## src/logic/smp_pkg.sv

```systemverilog
// Constants, types and helpers for the matrix polling sequencer
// Function
// - Optional matrix built only from inputs 4-15
// - Size 00 means all standard, standard time
// - Matrix inputs use matrix time, others standard
// - 4x4 uses sinks 4-7, sources 10-13
// - 5x5 uses sinks 4-8, sources 10-14
// - Three sizes; 6x6 sinks 4-9, sources 10-15
// - Poll all matrix combinations before standard inputs
// - Store matrix results as next reference
// - Cycle end raises interrupt and change flag
// - Status read clears flag, releases interrupt
// - First cycle always interrupts, later only changes
// - Thermal warning drops 10/15 mA to 2 mA
// - Matrix compares on the source side
// - Matrix interrupts gated by source enables
// - Matrix inputs ignore per-input disable
// - No debounce on matrix inputs
// - Matrix selected forbids continuous mode
// - Standard active time 64 to 2048 us
`default_nettype none

package smp_pkg;

  // ----------------------------------------------------------------
  // Timing
  // ----------------------------------------------------------------
  localparam int CLK_MHZ = 250;
  localparam int TICK_NS = 1000;
  localparam int TICK_CYC = (TICK_NS * CLK_MHZ + 999) / 1000;
  localparam int TICK_W = 8;
  localparam int ACT_MIN_US = 64;
  localparam int ACT_MAX_US = 2048;
  localparam int ACT_W = 12;
  localparam logic [2:0] ACT_CODE_MAX = 3'h5;

  // ----------------------------------------------------------------
  // Inputs and matrix layout
  // ----------------------------------------------------------------
  localparam int N_IN = 24;
  localparam int SINK_BASE = 4;
  localparam int SRC_BASE = 10;
  localparam int MTX_BITS = 36;
  localparam int HALF_BITS = 18;
  localparam logic [1:0] SIZE_NONE = 2'h0;
  localparam logic [1:0] SIZE_4 = 2'h1;
  localparam logic [1:0] SIZE_5 = 2'h2;
  localparam logic [1:0] SIZE_6 = 2'h3;

  // Wetting current codes
  localparam logic [2:0] WC_2MA = 3'h2;
  localparam logic [2:0] WC_10MA = 3'h4;
  localparam logic [2:0] WC_15MA = 3'h5;

  // ----------------------------------------------------------------
  // Types
  // ----------------------------------------------------------------
  typedef struct packed {
    logic [1:0] matrix_size;
    logic [2:0] standard_active_time;
    logic [2:0] matrix_active_time;
    logic [1:0] detection_debounce;
    logic thermal_reduction_off_source;
    logic thermal_reduction_off_sink;
    logic continuous_mode;
  } smp_cfg_t;

  typedef struct packed {
    logic [N_IN-1:0] source_on;
    logic [N_IN-1:0] sink_on;
    logic sample;
  } smp_drive_t;

  typedef enum logic [3:0] {
    SMP_IDLE = 4'h1,
    SMP_MTX = 4'h2,
    SMP_STD = 4'h4,
    SMP_WAIT = 4'h8
  } smp_state_t;

  // ----------------------------------------------------------------
  // Helpers
  // ----------------------------------------------------------------
  // Active time in us, codes above the top clamp to the longest time
  function automatic logic [ACT_W-1:0] act_us(input logic [2:0] code);
    logic [2:0] c;
    c = (code > ACT_CODE_MAX) ? ACT_CODE_MAX : code;
    act_us = ACT_W'(ACT_MIN_US) << c;
  endfunction

  // Matrix edge length; zero when no matrix
  function automatic logic [2:0] mtx_n(input logic [1:0] size);
    unique case (size)
      SIZE_4: mtx_n = 3'h4;
      SIZE_5: mtx_n = 3'h5;
      SIZE_6: mtx_n = 3'h6;
      default: mtx_n = 3'h0;
    endcase
  endfunction

  // Input belongs to the active matrix as sink or source
  function automatic logic in_matrix(input int idx,
                                     input logic [1:0] size);
    int n;
    n = int'(mtx_n(size));
    in_matrix = (idx >= SINK_BASE && idx < SINK_BASE + n) ||
                (idx >= SRC_BASE && idx < SRC_BASE + n);
  endfunction

endpackage

`default_nettype wire

```

## src/logic/smp_sequencer.sv

```systemverilog
// Matrix and standard polling sequencer with change interrupt
`timescale 1ns/1ps
`default_nettype none

module smp_sequencer (
  // Clock and reset
  input wire logic mclk,
  input wire logic nrst,
  // Configuration
  input wire smp_pkg::smp_cfg_t cfg,
  input wire logic trigger,
  input wire logic poll_tick,
  input wire logic [23:0] input_enable,
  input wire logic [23:0] current_source_input,
  input wire logic [23:0][2:0] wetting_cfg,
  input wire logic [23:0] comparator_irq_enable_a,
  input wire logic [23:0] comparator_irq_enable_b,
  // Analog front end pins
  input wire logic comp_above,
  input wire logic thermal_warning_event,
  // Status access
  input wire logic status_read,
  // Front end control
  output smp_pkg::smp_drive_t drive,
  output logic [23:0][2:0] wetting_eff,
  // Status
  output logic [23:0] std_status,
  output logic [17:0] matrix_result_lo,
  output logic [17:0] matrix_result_hi,
  output logic switch_change_flag,
  output logic int_n,
  output logic busy
);

  // ----------------------------------------------------------------
  // State
  // ----------------------------------------------------------------
  smp_pkg::smp_state_t st_r, st_nxt;
  logic [smp_pkg::TICK_W-1:0] tick_r, tick_nxt;
  logic [smp_pkg::ACT_W-1:0] tmr_r, tmr_nxt;
  logic [2:0] snk_r, snk_nxt, src_r, src_nxt;
  logic [4:0] idx_r, idx_nxt;
  logic first_r, first_nxt, chg_r, chg_nxt;
  logic pend_r, pend_nxt, trig_r, trig_nxt;
  logic [smp_pkg::MTX_BITS-1:0] mref_r, mref_nxt;
  logic [23:0] sref_r, sref_nxt;
  logic [23:0][1:0] deb_r, deb_nxt;
  smp_pkg::smp_drive_t drv_r, drv_nxt;
  logic [23:0][2:0] weff_r, weff_nxt;
  logic comp_s1_r, comp_s2_r, tw_s1_r, tw_s2_r;

  logic tick, done;
  logic [2:0] n_sz;
  logic [smp_pkg::ACT_W-1:0] mtx_load, std_load;

  // Standard time holds 64..2048 us; matrix time only with a matrix
  assign n_sz = smp_pkg::mtx_n(cfg.matrix_size);
  assign std_load = smp_pkg::act_us(cfg.standard_active_time) - 12'h001;
  assign mtx_load = smp_pkg::act_us(cfg.matrix_active_time) - 12'h001;
  assign tick = (tick_r == smp_pkg::TICK_W'(smp_pkg::TICK_CYC - 1));
  assign done = tick && (tmr_r == 12'h000);

  // Next polled standard input at or above a start index
  function automatic logic [5:0] find_std(input logic [5:0] from,
                                          input logic [23:0] en,
                                          input logic [1:0] size);
    logic [5:0] r;
    r = 6'h3F;
    for (int i = smp_pkg::N_IN - 1; i >= 0; i--) begin
      // disable honoured only outside the matrix
      if (i >= int'(from) && en[i] && !smp_pkg::in_matrix(i, size)) begin
        r = 6'(i);
      end
    end
    find_std = r;
  endfunction

  // ----------------------------------------------------------------
  // Pin synchronisers
  // ----------------------------------------------------------------
  always_ff @(posedge mclk or negedge nrst) begin
    if (!nrst) begin
      comp_s1_r <= 1'b0;
      comp_s2_r <= 1'b0;
      tw_s1_r <= 1'b0;
      tw_s2_r <= 1'b0;
    end else begin
      comp_s1_r <= comp_above;
      comp_s2_r <= comp_s1_r;
      tw_s1_r <= thermal_warning_event;
      tw_s2_r <= tw_s1_r;
    end
  end

  // ----------------------------------------------------------------
  // Sequencer next state
  // ----------------------------------------------------------------
  always_comb begin
    logic [5:0] nx;
    logic [5:0] b;
    logic cyc_end, start, src_role, nw;
    logic cont;
    nx = 6'h3F;
    b = 6'h00;
    cyc_end = 1'b0;
    start = 1'b0;
    src_role = 1'b0;
    nw = comp_s2_r;
    // Continuous operation only without a matrix
    cont = cfg.continuous_mode && (cfg.matrix_size == smp_pkg::SIZE_NONE);
    st_nxt = st_r;
    tick_nxt = tick ? '0 : tick_r + 8'h01;
    tmr_nxt = tick ? tmr_r - 12'h001 : tmr_r;
    snk_nxt = snk_r;
    src_nxt = src_r;
    idx_nxt = idx_r;
    first_nxt = first_r;
    chg_nxt = chg_r;
    trig_nxt = trigger;
    mref_nxt = mref_r;
    sref_nxt = sref_r;
    deb_nxt = deb_r;
    pend_nxt = pend_r & ~status_read;
    drv_nxt = '0;

    unique case (st_r)
      smp_pkg::SMP_IDLE: begin
        if (trigger && !trig_r) begin
          first_nxt = 1'b1;
          chg_nxt = 1'b0;
          start = 1'b1;
        end
      end
      smp_pkg::SMP_MTX: begin
        // Sink side grounded, compare on the source side
        drv_nxt.sink_on[smp_pkg::SINK_BASE + int'(snk_r)] = 1'b1;
        drv_nxt.source_on[smp_pkg::SRC_BASE + int'(src_r)] = 1'b1;
        if (done) begin
          drv_nxt.sample = 1'b1;
          b = 6'({3'h0, snk_r} * {3'h0, n_sz}) + {3'h0, src_r};
          // No debounce; interrupt gated by source enables
          if (!first_r && mref_r[b] != nw &&
              ((nw && comparator_irq_enable_a[smp_pkg::SRC_BASE +
                int'(src_r)]) ||
               (!nw && comparator_irq_enable_b[smp_pkg::SRC_BASE +
                int'(src_r)]))) begin
            chg_nxt = 1'b1;
          end
          mref_nxt[b] = nw;
          tmr_nxt = mtx_load;
          if (src_r == n_sz - 3'h1) begin
            src_nxt = 3'h0;
            if (snk_r == n_sz - 3'h1) begin
              // All combinations done, then standard inputs
              nx = find_std(6'h00, input_enable, cfg.matrix_size);
            end else begin
              snk_nxt = snk_r + 3'h1;
            end
          end else begin
            src_nxt = src_r + 3'h1;
          end
        end
      end
      smp_pkg::SMP_STD: begin
        if (cont) begin
          for (int i = 0; i < smp_pkg::N_IN; i++) begin
            drv_nxt.source_on[i] = input_enable[i] & current_source_input[i];
            drv_nxt.sink_on[i] = input_enable[i] & ~current_source_input[i];
          end
        end else if (current_source_input[idx_r]) begin
          drv_nxt.source_on[idx_r] = 1'b1;
        end else begin
          drv_nxt.sink_on[idx_r] = 1'b1;
        end
        if (done) begin
          drv_nxt.sample = 1'b1;
          tmr_nxt = std_load;
          if (first_r) begin
            sref_nxt[idx_r] = nw;
            deb_nxt[idx_r] = 2'h0;
          end else if (sref_r[idx_r] != nw) begin
            // Debounce: accept after setting+1 equal samples
            if (deb_r[idx_r] == cfg.detection_debounce) begin
              sref_nxt[idx_r] = nw;
              deb_nxt[idx_r] = 2'h0;
              if ((nw && comparator_irq_enable_a[idx_r]) ||
                  (!nw && comparator_irq_enable_b[idx_r])) begin
                chg_nxt = 1'b1;
              end
            end else begin
              deb_nxt[idx_r] = deb_r[idx_r] + 2'h1;
            end
          end else begin
            deb_nxt[idx_r] = 2'h0;
          end
          nx = find_std({1'b0, idx_r} + 6'h01, input_enable,
                        cfg.matrix_size);
        end
      end
      smp_pkg::SMP_WAIT: begin
        if (poll_tick) begin
          start = 1'b1;
        end
      end
    endcase

    // Leaving a step: next standard input or end of cycle
    if (done && (st_r == smp_pkg::SMP_STD ||
        (st_r == smp_pkg::SMP_MTX && src_r == n_sz - 3'h1 &&
         snk_r == n_sz - 3'h1))) begin
      if (nx == 6'h3F) begin
        cyc_end = 1'b1;
      end else begin
        st_nxt = smp_pkg::SMP_STD;
        idx_nxt = nx[4:0];
        tmr_nxt = std_load;
      end
    end

    // Cycle end: first always, later only on change
    if (cyc_end) begin
      if (first_r || chg_nxt) begin
        pend_nxt = 1'b1;
      end
      first_nxt = 1'b0;
      chg_nxt = 1'b0;
      st_nxt = smp_pkg::SMP_WAIT;
      start = cont;
    end

    // Cycle start: matrix group first when configured
    if (start) begin
      tick_nxt = '0;
      snk_nxt = 3'h0;
      src_nxt = 3'h0;
      if (cfg.matrix_size != smp_pkg::SIZE_NONE) begin
        st_nxt = smp_pkg::SMP_MTX;
        tmr_nxt = mtx_load;
      end else begin
        tmr_nxt = std_load;
        nx = find_std(6'h00, input_enable, cfg.matrix_size);
        if (nx == 6'h3F) begin
          // Nothing enabled: report the empty cycle only when it is the first
          st_nxt = smp_pkg::SMP_WAIT;
          if (first_nxt) begin
            pend_nxt = 1'b1;
          end
          first_nxt = 1'b0;
        end else begin
          st_nxt = smp_pkg::SMP_STD;
          idx_nxt = nx[4:0];
        end
      end
    end

    // Trigger low stops polling; references are kept
    if (!trigger) begin
      st_nxt = smp_pkg::SMP_IDLE;
      drv_nxt = '0;
    end

    // Thermal reduction of high currents, per role
    for (int i = 0; i < smp_pkg::N_IN; i++) begin
      src_role = smp_pkg::in_matrix(i, cfg.matrix_size) ?
                 (i >= smp_pkg::SRC_BASE) : current_source_input[i];
      weff_nxt[i] = wetting_cfg[i];
      if (tw_s2_r && !(src_role ? cfg.thermal_reduction_off_source :
                                  cfg.thermal_reduction_off_sink) &&
          (wetting_cfg[i] == smp_pkg::WC_10MA ||
           wetting_cfg[i] == smp_pkg::WC_15MA)) begin
        weff_nxt[i] = smp_pkg::WC_2MA;
      end
    end
  end

  // ----------------------------------------------------------------
  // Sequencer registers
  // ----------------------------------------------------------------
  always_ff @(posedge mclk or negedge nrst) begin
    if (!nrst) begin
      st_r <= smp_pkg::SMP_IDLE;
      tick_r <= '0;
      tmr_r <= '0;
      snk_r <= 3'h0;
      src_r <= 3'h0;
      idx_r <= 5'h00;
      first_r <= 1'b0;
      chg_r <= 1'b0;
      pend_r <= 1'b0;
      trig_r <= 1'b0;
      mref_r <= '0;
      sref_r <= '0;
      deb_r <= '0;
      drv_r <= '0;
      weff_r <= '0;
    end else begin
      st_r <= st_nxt;
      tick_r <= tick_nxt;
      tmr_r <= tmr_nxt;
      snk_r <= snk_nxt;
      src_r <= src_nxt;
      idx_r <= idx_nxt;
      first_r <= first_nxt;
      chg_r <= chg_nxt;
      pend_r <= pend_nxt;
      trig_r <= trig_nxt;
      mref_r <= mref_nxt;
      sref_r <= sref_nxt;
      deb_r <= deb_nxt;
      drv_r <= drv_nxt;
      weff_r <= weff_nxt;
    end
  end

  // ----------------------------------------------------------------
  // Outputs
  // ----------------------------------------------------------------
  assign drive = drv_r;
  assign wetting_eff = weff_r;
  assign std_status = sref_r;
  assign matrix_result_lo = mref_r[smp_pkg::HALF_BITS-1:0];
  assign matrix_result_hi = mref_r[smp_pkg::MTX_BITS-1:smp_pkg::HALF_BITS];
  assign switch_change_flag = pend_r;
  assign int_n = ~pend_r;
  assign busy = (st_r != smp_pkg::SMP_IDLE);

endmodule

`default_nettype wire

```

## config.mk

```make
export PLATFORM = sky130hd
export DESIGN_NAME = smp_sequencer
export DESIGN_NICKNAME = d
export VERILOG_FILES = /design/src/logic/smp_pkg.sv /design/src/logic/smp_sequencer.sv
export SDC_FILE = /design/constraint.sdc
export NUM_CORES = 1
export LEC_CHECK = 0
export BUFFER_PORTS_ARGS = -buffer_cell sky130_fd_sc_hd__buf_2
export CELL_PAD_IN_SITES_DETAIL_PLACEMENT = 0
export CELL_PAD_IN_SITES_GLOBAL_PLACEMENT = 1
export CORE_ASPECT_RATIO = 2
export CORE_UTILIZATION = 42
export CTS_CLUSTER_SIZE = 10
export DETAILED_ROUTE_END_ITERATION = 6
export PLACE_DENSITY = 0.94
export RECOVER_POWER = 25
export SYNTH_ARGS = -nofsm -noshare
export SYNTH_HDL_FRONTEND = slang
export SYNTH_SLANG_ARGS = --single-unit
export TNS_END_PERCENT = 30
```

## constraint.sdc

```tcl
create_clock -name mclk -period 5.98 [get_ports mclk]
set_input_delay 1.495 -clock mclk [delete_from_list [all_inputs] [get_ports mclk]]
set_output_delay 1.495 -clock mclk [all_outputs]
set_load 0.02 [all_outputs]
```

Word level (Yosys, flattened, before mapping)
Cells that the tools add are included.
{"block": "classes", "n_eq_ne": 67, "n_mux": 260, "magnitude_cmp": 170, "n_shift": 2, "n_reduce_logical": 333, "addsub": 20, "bitwise_logic": 77, "multipliers": 1}
{"cell": "$lt 6x32->1 const A", "count": 62}
{"cell": "$lt 5x32->1 const A", "count": 56}
{"cell": "$lt 4x32->1 const A", "count": 16}
{"cell": "$mux 6", "count": 78}
{"cell": "$mux 48", "count": 4}
{"cell": "$logic_and 1x1->1", "count": 148}
{"cell": "$eq 3x3->1 const B", "count": 48}
{"cell": "$mux 3", "count": 43}
{"cell": "$mux 24", "count": 5}
{"cell": "$pmux 49 s2", "count": 1}
{"cell": "$logic_not 1->1", "count": 87}
{"cell": "$logic_or 1x1->1", "count": 84}
{"cell": "$mux 1", "count": 84}
{"cell": "$mux 12", "count": 7}
{"cell": "$and 1x1->1", "count": 49}
{"cell": "$mux 49", "count": 1}
{"cell": "$and 48x48->48", "count": 1}
{"cell": "$bwmux 48", "count": 1}
{"cell": "$ge 4x6->1 const A", "count": 8}
{"cell": "$ge 5x6->1 const A", "count": 8}
{"cell": "$not 48->48", "count": 1}
{"cell": "$bwmux 36", "count": 1}
{"cell": "$sub 12x1->12 const B", "count": 3}
{"cell": "$ge 32x1->1 const B", "count": 1}
{"cell": "58 further kinds", "count": 133}
{"block": "word_totals", "regBits": 272, "elab_cells": 997, "out_inout_bits": 184, "in_bits": 188}

Depth between registers and ports, before layout
Gate-level depths: netlist of the first run.
{"block": "depth", "word_depth": 82, "ltp_mapped": 20, "depth_no_buf": 17}

Worst setup path before layout of the first run
OpenSTA, ideal clock, no wires.
{"block": "synth_path", "path_kind": "input -> register", "from": "in cfg[12] in the netlist's numbering", "to": "reg pend_r (netlist: switch_change_flag)", "t_required_ps": 5846, "setup_slack_ps": -264, "stages": 20, "arrival_ps": 6110, "setup_ps": 134, "n_path_buf": 4, "cell_sequence": "clkbuf_1 -> nor2_1 -> clkbuf_1 -> buf_1 -> nor2_1 -> fa_1 -> inv_1 -> fa_1 -> inv_1 -> ha_1 -> a21o_1 -> a21oi_1 -> xor2_1 -> or4b_2 -> clkbuf_1 -> nor2_1 -> nor4_1 -> mux2i_1 -> a211oi_1 -> a21oi_1"}
{"block": "synth_between", "elab_chain_cells": 47, "elab_cells_between_ends": 394, "cone_classes": "add/sub (8); mul (1); order compare (102); eq/ne (8); mux (103); reduce/logical (172)"}
{"item": "start: declaration", "line_no": "smp_sequencer.sv:10", "source": "input wire smp_pkg::smp_cfg_t cfg,"}
{"item": "$eq 2x2->1 or $eq 2x1->1 (tied branches)", "line_no": "smp_pkg.sv:93", "source": "unique case (size)"}
{"item": "$pmux 3 s3", "line_no": "smp_pkg.sv:93"}
{"item": "$mux 3", "line_no": "smp_sequencer.sv:153", "source": "if (snk_r == n_sz - 3'h1) begin"}
{"item": "$mux 3", "line_no": "smp_sequencer.sv:151", "source": "if (src_r == n_sz - 3'h1) begin"}
{"item": "$mux 3", "line_no": "smp_sequencer.sv:138", "source": "if (done) begin"}
{"item": "$mux 3"}
{"item": "$add 4x3->5 or $add 3x3->4 (tied branches)"}
{"item": "$lt 6x32->1 (on tied branches)", "line_no": "smp_pkg.sv:107, smp_pkg.sv:106"}
{"item": "(+32 left out)"}
{"item": "$mux 1", "line_no": "smp_sequencer.sv:211", "source": "if (nx == 6'h3F) begin"}
{"item": "$mux 1", "line_no": "smp_sequencer.sv:208", "source": "if (done && (st_r == smp_pkg::SMP_STD ||"}
{"item": "$mux 1", "line_no": "smp_sequencer.sv:221", "source": "if (cyc_end) begin"}
{"item": "$mux 1", "line_no": "smp_sequencer.sv:245", "source": "if (first_nxt) begin"}
{"item": "$mux 1", "line_no": "smp_sequencer.sv:242", "source": "if (nx == 6'h3F) begin"}
{"item": "$mux 1", "line_no": "smp_sequencer.sv:236", "source": "if (cfg.matrix_size != smp_pkg::SIZE_NONE) begin"}
{"item": "$mux 1 (*)", "line_no": "smp_sequencer.sv:232", "source": "if (start) begin"}
{"item": "net pend_nxt", "line_no": "smp_sequencer.sv:44", "source": "logic pend_r, pend_nxt, trig_r, trig_nxt;"}
{"item": "end signal: assignment", "line_no": "smp_sequencer.sv:305", "source": "pend_r <= pend_nxt;"}
{"item": "end: declaration", "line_no": "smp_sequencer.sv:44"}
The timed path passes the listed nets; every way through them passes the cells marked *. The select of a mux whose other input is x is not followed.
A chain may end at the register's enable or synchronous reset.

Worst setup path after layout of the first run
Ends and elaborated chain as after synthesis.

==> qor.log, run 1 <==
qor: synth.synthMostInstantiatedCell sky130_fd_sc_hd__dfrtp_1
qor: drt.number_of_optimization_iterations_in_the_first_detailed_route_pass 5
qor: floorplan.floorplan.die_area 38,900 sq um
qor: run_status.failed_checks capacitance limit, slew limit
qor: power.power_leakage 8.64 nW
qor: drt.drt-wirelength-per-cell 25.3 um
qor: floorplan.floorplan.rows 100
qor: synth.yosysSeqAreaShare 42.5%
qor: setup_path.timing.critical_path.to_type register
qor: power.intPower 3.22 mW
qor: drt.viasPerCell 6.12
qor: setup_path.critical_path_arrival 5.68 ns
qor: synth.synth_top_area_share 42.4%
qor: synth.post_synth.cell_area_avg 9.68 sq um
qor: timing.finalSetupViolCount 0
qor: synth.synth_top_area_cells sky130_fd_sc_hd__dfrtp_1 42%, sky130_fd_sc_hd__mux4_2 6.9%, sky130_fd_sc_hd__o21ai_0 4.6%
qor: timing.timing.fmax 192 MHz
qor: cells_and_area.regArea 6810 sq um
qor: clock_network.max-clock-path-buffers 3
qor: worst_hold_path.min-delay-path-class reg -> reg
qor: timing.grt_setup_unrepaired no
qor: run_status.run_status finished with violations
qor: place.detailedPlacementHpwl 48,900 um
qor: setup_path.reg2reg_slack 1.42 ns
qor: place.gpl.final_weighted_congestion 1.02
qor: power.swShare 30.7%
qor: synth.number_of_warnings_issued_by_yosys 0
qor: cells_and_area.final.fill_count 3,464
qor: floorplan.initial_utilization 42.8%
qor: setup_path.crit_chain buf_2 > nor2b_1 > inv_1 > nor2_1 > fa_1 > inv_1 > fa_1 > fa_1 > mux4_2 > mux2i_1 > nand3_1 > mux2i_1 > nor4_1 > mux2i_1 > a211oi_1 > a21oi_1
qor: drt.detailroute.via_count 15,100
qor: clock_network.postCtsSetupRepairBufs 0
qor: clock_network.clock_sink_count 272
qor: setup_path.critical_path_class in -> reg
qor: synth.synth.lib_cells_used.distinct 88
qor: job.max_cap_viol_count 2
qor: synth.synth_largest_area_cell sky130_fd_sc_hd__dfrtp_1
qor: synth.synth-edff-count 0
qor: clock_network.cts_buffers 31
qor: power.vdd_drop_max 187 uV
qor: timing.worstMarginPinSlew 2.82 ns
qor: clock_network.htree_levels 1
qor: floorplan.io_pins 372
qor: drt.antenna_left 0
qor: timing.finalCritPeriodShare 87.3%
qor: power.total_switching_power 1.43 mW
qor: cells_and_area.layout.cells.non_filler 2,473
qor: place.placedCellCount 2,425
qor: clock_network.clockRootBuffer sky130_fd_sc_hd__clkbuf_16
qor: global_routing.number_of_global_route_vias_before_repair 15,700
qor: drt.finalWirelength 62,500 um
qor: power.power.clock.fraction 36.3%
qor: setup_path.cp_slowest_cell sky130_fd_sc_hd__fa_1
qor: global_routing.grt_max_degree 120
qor: synth.postSynth.topFlopCell sky130_fd_sc_hd__dfrtp_1
qor: drt.dr.first_iter.drc_count 1,039
qor: synth.number_of_nets_in_the_synthesized_netlist 1,879
qor: synth.synth-async-reset-ratio 100%
qor: timing.final.hold.worst_slack 0.347 ns
qor: timing.maxSlewViolCount 231
qor: setup_path.startpoint_type primary input
qor: timing.final_period_minus_worst_setup_slack 5.22 ns
qor: synth.synth_commonest_cells 271 x sky130_fd_sc_hd__dfrtp_1, 188 x sky130_fd_sc_hd__nand2_1, 146 x sky130_fd_sc_hd__o21ai_0, 119 x sky130_fd_sc_hd__nor2_1, 71 x sky130_fd_sc_hd__clkbuf_1
qor: floorplan.core_area 37,400 sq um
qor: power.power_frac_seq 42.7%
qor: drt.drc_viols 0
qor: place.postPlaceCellArea 18,400 sq um
qor: timing.final_hold_viol_count 0
qor: synth.synth_area 16,000 sq um
qor: place.place.port_buffers 371
qor: global_routing.antenna_found_initial 2
qor: synth.syn_inst 1,653
qor: clock_network.clk_pin_slew_worst_paths 0.07 ns
qor: cells_and_area.num-nets-final 2,225
qor: cells_and_area.final_core_utilization 51.3%
qor: cells_and_area.flow.area_growth_from_synthesis 20.0%
qor: power.comb_power_share 21.0%
qor: power.power_per_cell_area 242 nW/um^2
qor: clock_network.worstSkewPairLatency 0.59 ns
qor: cells_and_area.layout-drive-gt1-share 28.8%
qor: global_routing.grt_util_all_layers 32.0%
qor: floorplan.floorplan.die.width 140 um
qor: timing.finalSetupTns 0 ns
qor: synth.ys_seq_elements 272
qor: setup_path.worstPathMaxFanout 13
qor: timing.timing.clock.skew 0.0182 ns
qor: clock_network.tritoncts yes
qor: clock_network.cts_hold_buffers 0
qor: setup_path.critical-path-max-stage-delay 0.91 ns
qor: cells_and_area.multi_input_comb_area 8660 sq um
qor: setup_path.worst-endpoint-required 6.44 ns
qor: global_routing.remaining_global_route_overflow 0
qor: timing.relSlewSlack -87.9%
qor: global_routing.grt_first_pass_wirelength 92,600 um
qor: floorplan.fp.dieH 278 um
qor: cells_and_area.stdcell_area 19,200 sq um
qor: clock_network.cts_resized 0
## power by group through the flow
stage               sequential (mW)  combinational [mW]  clock, mW
floorplan                      2.02               0.551          0
global placement               2.02               0.958          0
detailed placement             2.02               0.965          0
CTS                            1.99               0.968       1.72
global route                   2.00                1.04       1.79
finish                         1.99               0.976       1.69
## cell families (layout without fill, tap and decap cells)
group	after synthesis	in the layout	synth area share, %
buffers and inverters	135	494	3.46
other	0	2	0
muxes	120	120	11.6
DFF	272	272	42.5
xor gates and xnor gates	34	34	1.86
AOI/OAI and AO/OA	398	398	16.4
adders and majority gates	38	38	3.11
and+or+nand+nor	656	656	21.0
## through the flow
stage / worst slack [ns] / power [mW]
detailed placement: 0.212 / 2.98
global route: 0.523 / 4.82
floorplan: 0.00388 / 2.57
CTS: 0.797 / 4.68
finish: 0.758 / 4.66
global placement: 0.264 / 2.97
## worst paths after layout
kind / from / to / cells after the start
worst max-delay path: cfg[12] / switch_change_flag$_DFF_PN0_ / 16
worst min-delay path: comp_s1_r$_DFF_PN0_ / comp_s2_r$_DFF_PN0_ / 0
worst max register to register: idx_r[1]$_DFF_PN0_ / tmr_r[8]$_DFF_PN0_ / 12
worst min register to register: comp_s1_r$_DFF_PN0_ / comp_s2_r$_DFF_PN0_ / 0
max in group asynchronous: nrst / wetting_eff[22]$_DFF_PN0_ / 2
min in group asynchronous: nrst / tick_r[4]$_DFF_PN0_ / 1
## cells in the final DEF (no fill, tap or decap), types with 13 or more instances in the layout
| master | netlist | routed |
|---|---|---|
| sky130_fd_sc_hd__o21ai_0 | 146 | 146 |
| sky130_fd_sc_hd__inv_1 | 31 | 31 |
| sky130_fd_sc_hd__nand4b_1 | 16 | 16 |
| sky130_fd_sc_hd__a21oi_1 | 46 | 45 |
| sky130_fd_sc_hd__nor3_1 | 47 | 47 |
| sky130_fd_sc_hd__or2_2 | 16 | 16 |
| sky130_fd_sc_hd__and2_0 | 0 | 16 |
| sky130_fd_sc_hd__dfrtp_1 | 271 | 269 |
| sky130_fd_sc_hd__a31oi_1 | 14 | 14 |
| sky130_fd_sc_hd__buf_2 | 17 | 368 |
| sky130_fd_sc_hd__nor2b_1 | 37 | 37 |
| sky130_fd_sc_hd__nor2_1 | 119 | 118 |
| sky130_fd_sc_hd__nand3_1 | 66 | 66 |
| sky130_fd_sc_hd__nand2_1 | 188 | 188 |
| sky130_fd_sc_hd__nand2b_1 | 35 | 35 |
| sky130_fd_sc_hd__mux2i_1 | 34 | 34 |
| sky130_fd_sc_hd__a32oi_1 | 19 | 19 |
| sky130_fd_sc_hd__and2_1 | 49 | 33 |
| sky130_fd_sc_hd__o31ai_1 | 44 | 44 |
| sky130_fd_sc_hd__xor2_1 | 13 | 13 |
| sky130_fd_sc_hd__mux2_2 | 36 | 36 |
| sky130_fd_sc_hd__mux4_2 | 49 | 49 |
| sky130_fd_sc_hd__clkbuf_1 | 71 | 15 |
| sky130_fd_sc_hd__buf_4 | 2 | 43 |
| sky130_fd_sc_hd__clkbuf_16 | 0 | 31 |
| sky130_fd_sc_hd__ha_1 | 35 | 35 |
| sky130_fd_sc_hd__xnor2_1 | 21 | 21 |
| sky130_fd_sc_hd__o22ai_1 | 19 | 19 |
## layout make-up
cell class / count / share of cell area, %
inverter: 32 / 0.625
antenna: 2 / 0.0261
clock buffer: 44 / 4.35
timing repair buffer: 416 / 11.4
tap: 459 / 2.99
multi-input combinational: 1246 / 45.1
sequential: 272 / 35.5
clock inverter: 2 / 0.0847
## registers in the layout (all words and copies together) (netlist names), 3 cells and up
| name | flops |
|---|---|
| st_r | 4 |
| mref_r | 36 |
| tick_r | 8 |
| src_r | 3 |
| drive | 49 |
| snk_r | 3 |
| idx_r | 5 |
| tmr_r | 12 |
| deb_r | 48 |
| wetting_eff | 72 |
| std_status | 24 |
## critical path: cells and delay by family
family | cells | cell delay (ns)
AO/OA/AOI/OAI | 2 | 0.37
adder cells (fa/ha/maj) | 3 | 1.82
AND/OR/NAND/NOR | 4 | 0.63
buffers and inverters | 3 | 0.37
multiplexers | 4 | 0.98
## metal layers
metal / routed length, um / GRT usage, % / vias up
met2: 32500 / 58.5 / 786
met4: 5940 / 28.2 / 0
met5: 0 / 0 / -
met3: 3700 / 4.18 / 245
li1: - / - / 6731
met1: 20400 / 31.2 / 7365
No activity file was read; power rests on OpenSTA's default activity.
==> run 2, diff against run 1 <==
--- a/config.mk
+++ b/config.mk
@@ -10,10 +10,12 @@
 export CELL_PAD_IN_SITES_GLOBAL_PLACEMENT = 1
 export CORE_ASPECT_RATIO = 2
 export CORE_UTILIZATION = 42
+export CTS_BUF_LIST = sky130_fd_sc_hd__clkbuf_4 sky130_fd_sc_hd__clkbuf_8 sky130_fd_sc_hd__clkbuf_16
 export CTS_CLUSTER_SIZE = 10
 export DETAILED_ROUTE_END_ITERATION = 6
 export PLACE_DENSITY = 0.94
 export RECOVER_POWER = 25
+export SKIP_CTS_REPAIR_TIMING = 1
 export SYNTH_ARGS = -nofsm -noshare
 export SYNTH_HDL_FRONTEND = slang
 export SYNTH_SLANG_ARGS = --single-unit
==> qor.log, run 2 (synthesis results as in run 1) <==
qor: global_routing.remaining_global_route_overflow 0 [unchanged]
qor: drt.number_of_optimization_iterations_in_the_first_detailed_route_pass 5 [unchanged]
qor: clock_network.tritoncts yes
qor: cells_and_area.layout.cells.most_common_list 368 x sky130_fd_sc_hd__buf_2, 269 x sky130_fd_sc_hd__dfrtp_1, 188 x sky130_fd_sc_hd__nand2_1, 146 x sky130_fd_sc_hd__o21ai_0, 118 x sky130_fd_sc_hd__nor2_1
qor: power.power_leakage 8.68 nW [+0.47%]
qor: setup_path.reg2reg_slack 1.40 ns [-0.02 ns]
qor: global_routing.grt.busiest_layer met2
qor: cells_and_area.stdcell_area 19,300 sq um [+0.23%]
qor: clock_network.clockRootBuffer sky130_fd_sc_hd__clkbuf_16
qor: run_status.run_status finished with violations
qor: setup_path.timing.critical_path.to_type register
qor: clock_network.htree_levels 1 [unchanged]
qor: drt.viasPerCell 6.11 [-0.12%]
qor: timing.grt_setup_unrepaired no
qor: drt.drc_viols 0 [unchanged]
qor: power.vdd_drop_max 186 uV [-0.29%]
qor: place.place.port_buffers 371 [unchanged]
qor: timing.worstMarginPinSlew 2.84 ns [+0.0178 ns]
qor: global_routing.grt_first_pass_wirelength 92,800 um [+0.21%]
qor: drt.dr.first_iter.drc_count 942 [-9.3%]
qor: worst_hold_path.min-delay-path-class reg -> reg
qor: timing.timing.fmax 191 MHz [-0.44%]
qor: timing.maxSlewViolCount 231 [unchanged]
qor: floorplan.floorplan.die_area 38,900 sq um [unchanged]
qor: timing.final_period_minus_worst_setup_slack 5.24 ns [+0.0231 ns]
qor: setup_path.critical_path_arrival 5.71 ns [+0.03 ns]
qor: drt.drt-wirelength-per-cell 25.3 um [+0.15%]
qor: timing.finalSetupViolCount 0 [unchanged]
qor: job.max_cap_viol_count 2 [unchanged]
qor: run_status.failed_checks capacitance limit, slew limit
qor: clock_network.worstSkewPairLatency 0.59 ns [about the same]
qor: setup_path.startpoint_type primary input
qor: cells_and_area.layout-drive-gt1-share 29.4% [+0.60 points]
qor: cells_and_area.final_core_utilization 51.5% [+0.12 points]
qor: global_routing.grt_max_degree 120 [unchanged]
qor: place.postPlaceCellArea 18,400 sq um [unchanged]
qor: timing.finalCritPeriodShare 87.7% [+0.39 points]
qor: timing.timing.clock.skew 0.0206 ns [+0.00238 ns]
qor: timing.finalSetupTns 0 ns [unchanged]
qor: setup_path.critical_path_class in -> reg
qor: cells_and_area.num-nets-final 2,225 [unchanged]
qor: global_routing.number_of_global_route_vias_before_repair 15,700 [-0.14%]
qor: timing.final.hold.worst_slack 0.347 ns [-0.0000240 ns]
qor: floorplan.core_area 37,400 sq um [unchanged]
qor: floorplan.floorplan.die.width 140 um [unchanged]
qor: global_routing.grt_util_all_layers 32.0% [about the same]
qor: global_routing.grtUsageMet3 4.11% [-0.069 points]
qor: floorplan.fp.dieH 278 um [unchanged]
qor: clock_network.max-clock-path-buffers 3 [unchanged]
qor: floorplan.floorplan.rows 100 [unchanged]
qor: floorplan.io_pins 372 [unchanged]
qor: floorplan.initial_utilization 42.8% [unchanged]
qor: place.detailedPlacementHpwl 48,900 um [unchanged]
qor: cells_and_area.flow.area_growth_from_synthesis 20.3%
qor: drt.finalWirelength 62,600 um [+0.15%]
qor: place.gpl.final_weighted_congestion 1.02 [unchanged]
qor: drt.antenna_left 0 [unchanged]
qor: setup_path.worstPathMaxFanout 13 [unchanged]
qor: global_routing.grt_use_met2 58.7% [+0.18 points]
qor: timing.relSlewSlack -89.0% [-1.2 points]
qor: global_routing.grt.met1_usage 31.4% [+0.21 points]
qor: setup_path.worst-endpoint-required 6.44 ns [about the same]
qor: cells_and_area.mostFrequentLayoutCell sky130_fd_sc_hd__buf_2
qor: clock_network.clk_pin_slew_worst_paths 0.07 ns [about the same]
qor: global_routing.antenna_found_initial 2 [unchanged]
qor: drt.detailroute.via_count 15,100 [-0.12%]
qor: clock_network.clock_sink_count 272 [unchanged]
qor: timing.final_hold_viol_count 0 [unchanged]
qor: power.power_per_cell_area 245 nW/um^2 [+0.95%]
qor: cells_and_area.flip_flop_count_of_the_largest_register_all_copies_and_words_added 72 [unchanged]
qor: clock_network.cts_buffers 31 [unchanged]
-- run 2: final timing paths --
path                                          start                      endpoint  cells past startpoint
worst max-delay path                        cfg[12]  switch_change_flag$_DFF_PN0_                     16
worst min-delay path            comp_s1_r$_DFF_PN0_           comp_s2_r$_DFF_PN0_                      0
worst max register to register   idx_r[1]$_DFF_PN0_            tmr_r[8]$_DFF_PN0_                     12
worst min register to register  comp_s1_r$_DFF_PN0_           comp_s2_r$_DFF_PN0_                      0
max in group asynchronous                      nrst     wetting_eff[22]$_DFF_PN0_                      2
min in group asynchronous                      nrst           tick_r[4]$_DFF_PN0_                      1
-- run 2: where the power goes --
group          total [mW]  internal [mW]  leakage (nW)  switching (mW)
sequential           1.99           1.91          3.31          0.0804
combinational       0.975          0.368          4.92           0.607
clock                1.75           1.00         0.449           0.744
-- run 2: critical path: stages --
cell and delay, ns:
sky130_fd_sc_hd__buf_2 0.15, sky130_fd_sc_hd__nor2b_1 0.30, sky130_fd_sc_hd__inv_1 0.13, sky130_fd_sc_hd__nor2_1 0.13, sky130_fd_sc_hd__fa_1 0.43, sky130_fd_sc_hd__inv_1 0.09
sky130_fd_sc_hd__fa_1 0.48, sky130_fd_sc_hd__fa_1 0.91, sky130_fd_sc_hd__mux4_2 0.38, sky130_fd_sc_hd__mux2i_1 0.31, sky130_fd_sc_hd__nand3_1 0.12, sky130_fd_sc_hd__mux2i_1 0.17
sky130_fd_sc_hd__nor4_1 0.08, sky130_fd_sc_hd__mux2i_1 0.14, sky130_fd_sc_hd__a211oi_1 0.26, sky130_fd_sc_hd__a21oi_1 0.11
-- run 2: routing by layer --
metal	up-vias	wire length, um
li1	6719	-
met1	7391	20700
met2	759	32600
met3	240	3470
met4	0	5870
met5	-	0
-- run 2: per-stage QoR --
step	power, mW	setup slack, ns	std cells
6_report	4.71	0.735	2473
2_1_floorplan	2.57	0.00388	1653
3_3_place_gp	2.97	0.264	2425
5_1_grt	4.88	0.523	2473
3_5_place_dp	2.98	0.212	2425
4_1_cts	4.73	0.797	2471
-- run 2: area by class of cell --
class / count / area (sq um)
fillers: 3451 / 18200
multi-input cells: 1246 / 8660
flip-flops and latches: 272 / 6810
repair buffers: 416 / 2190
clock buffers: 44 / 880
well taps: 459 / 574
inverters: 32 / 120
clock inverters: 2 / 16.3
diodes: 2 / 5.00
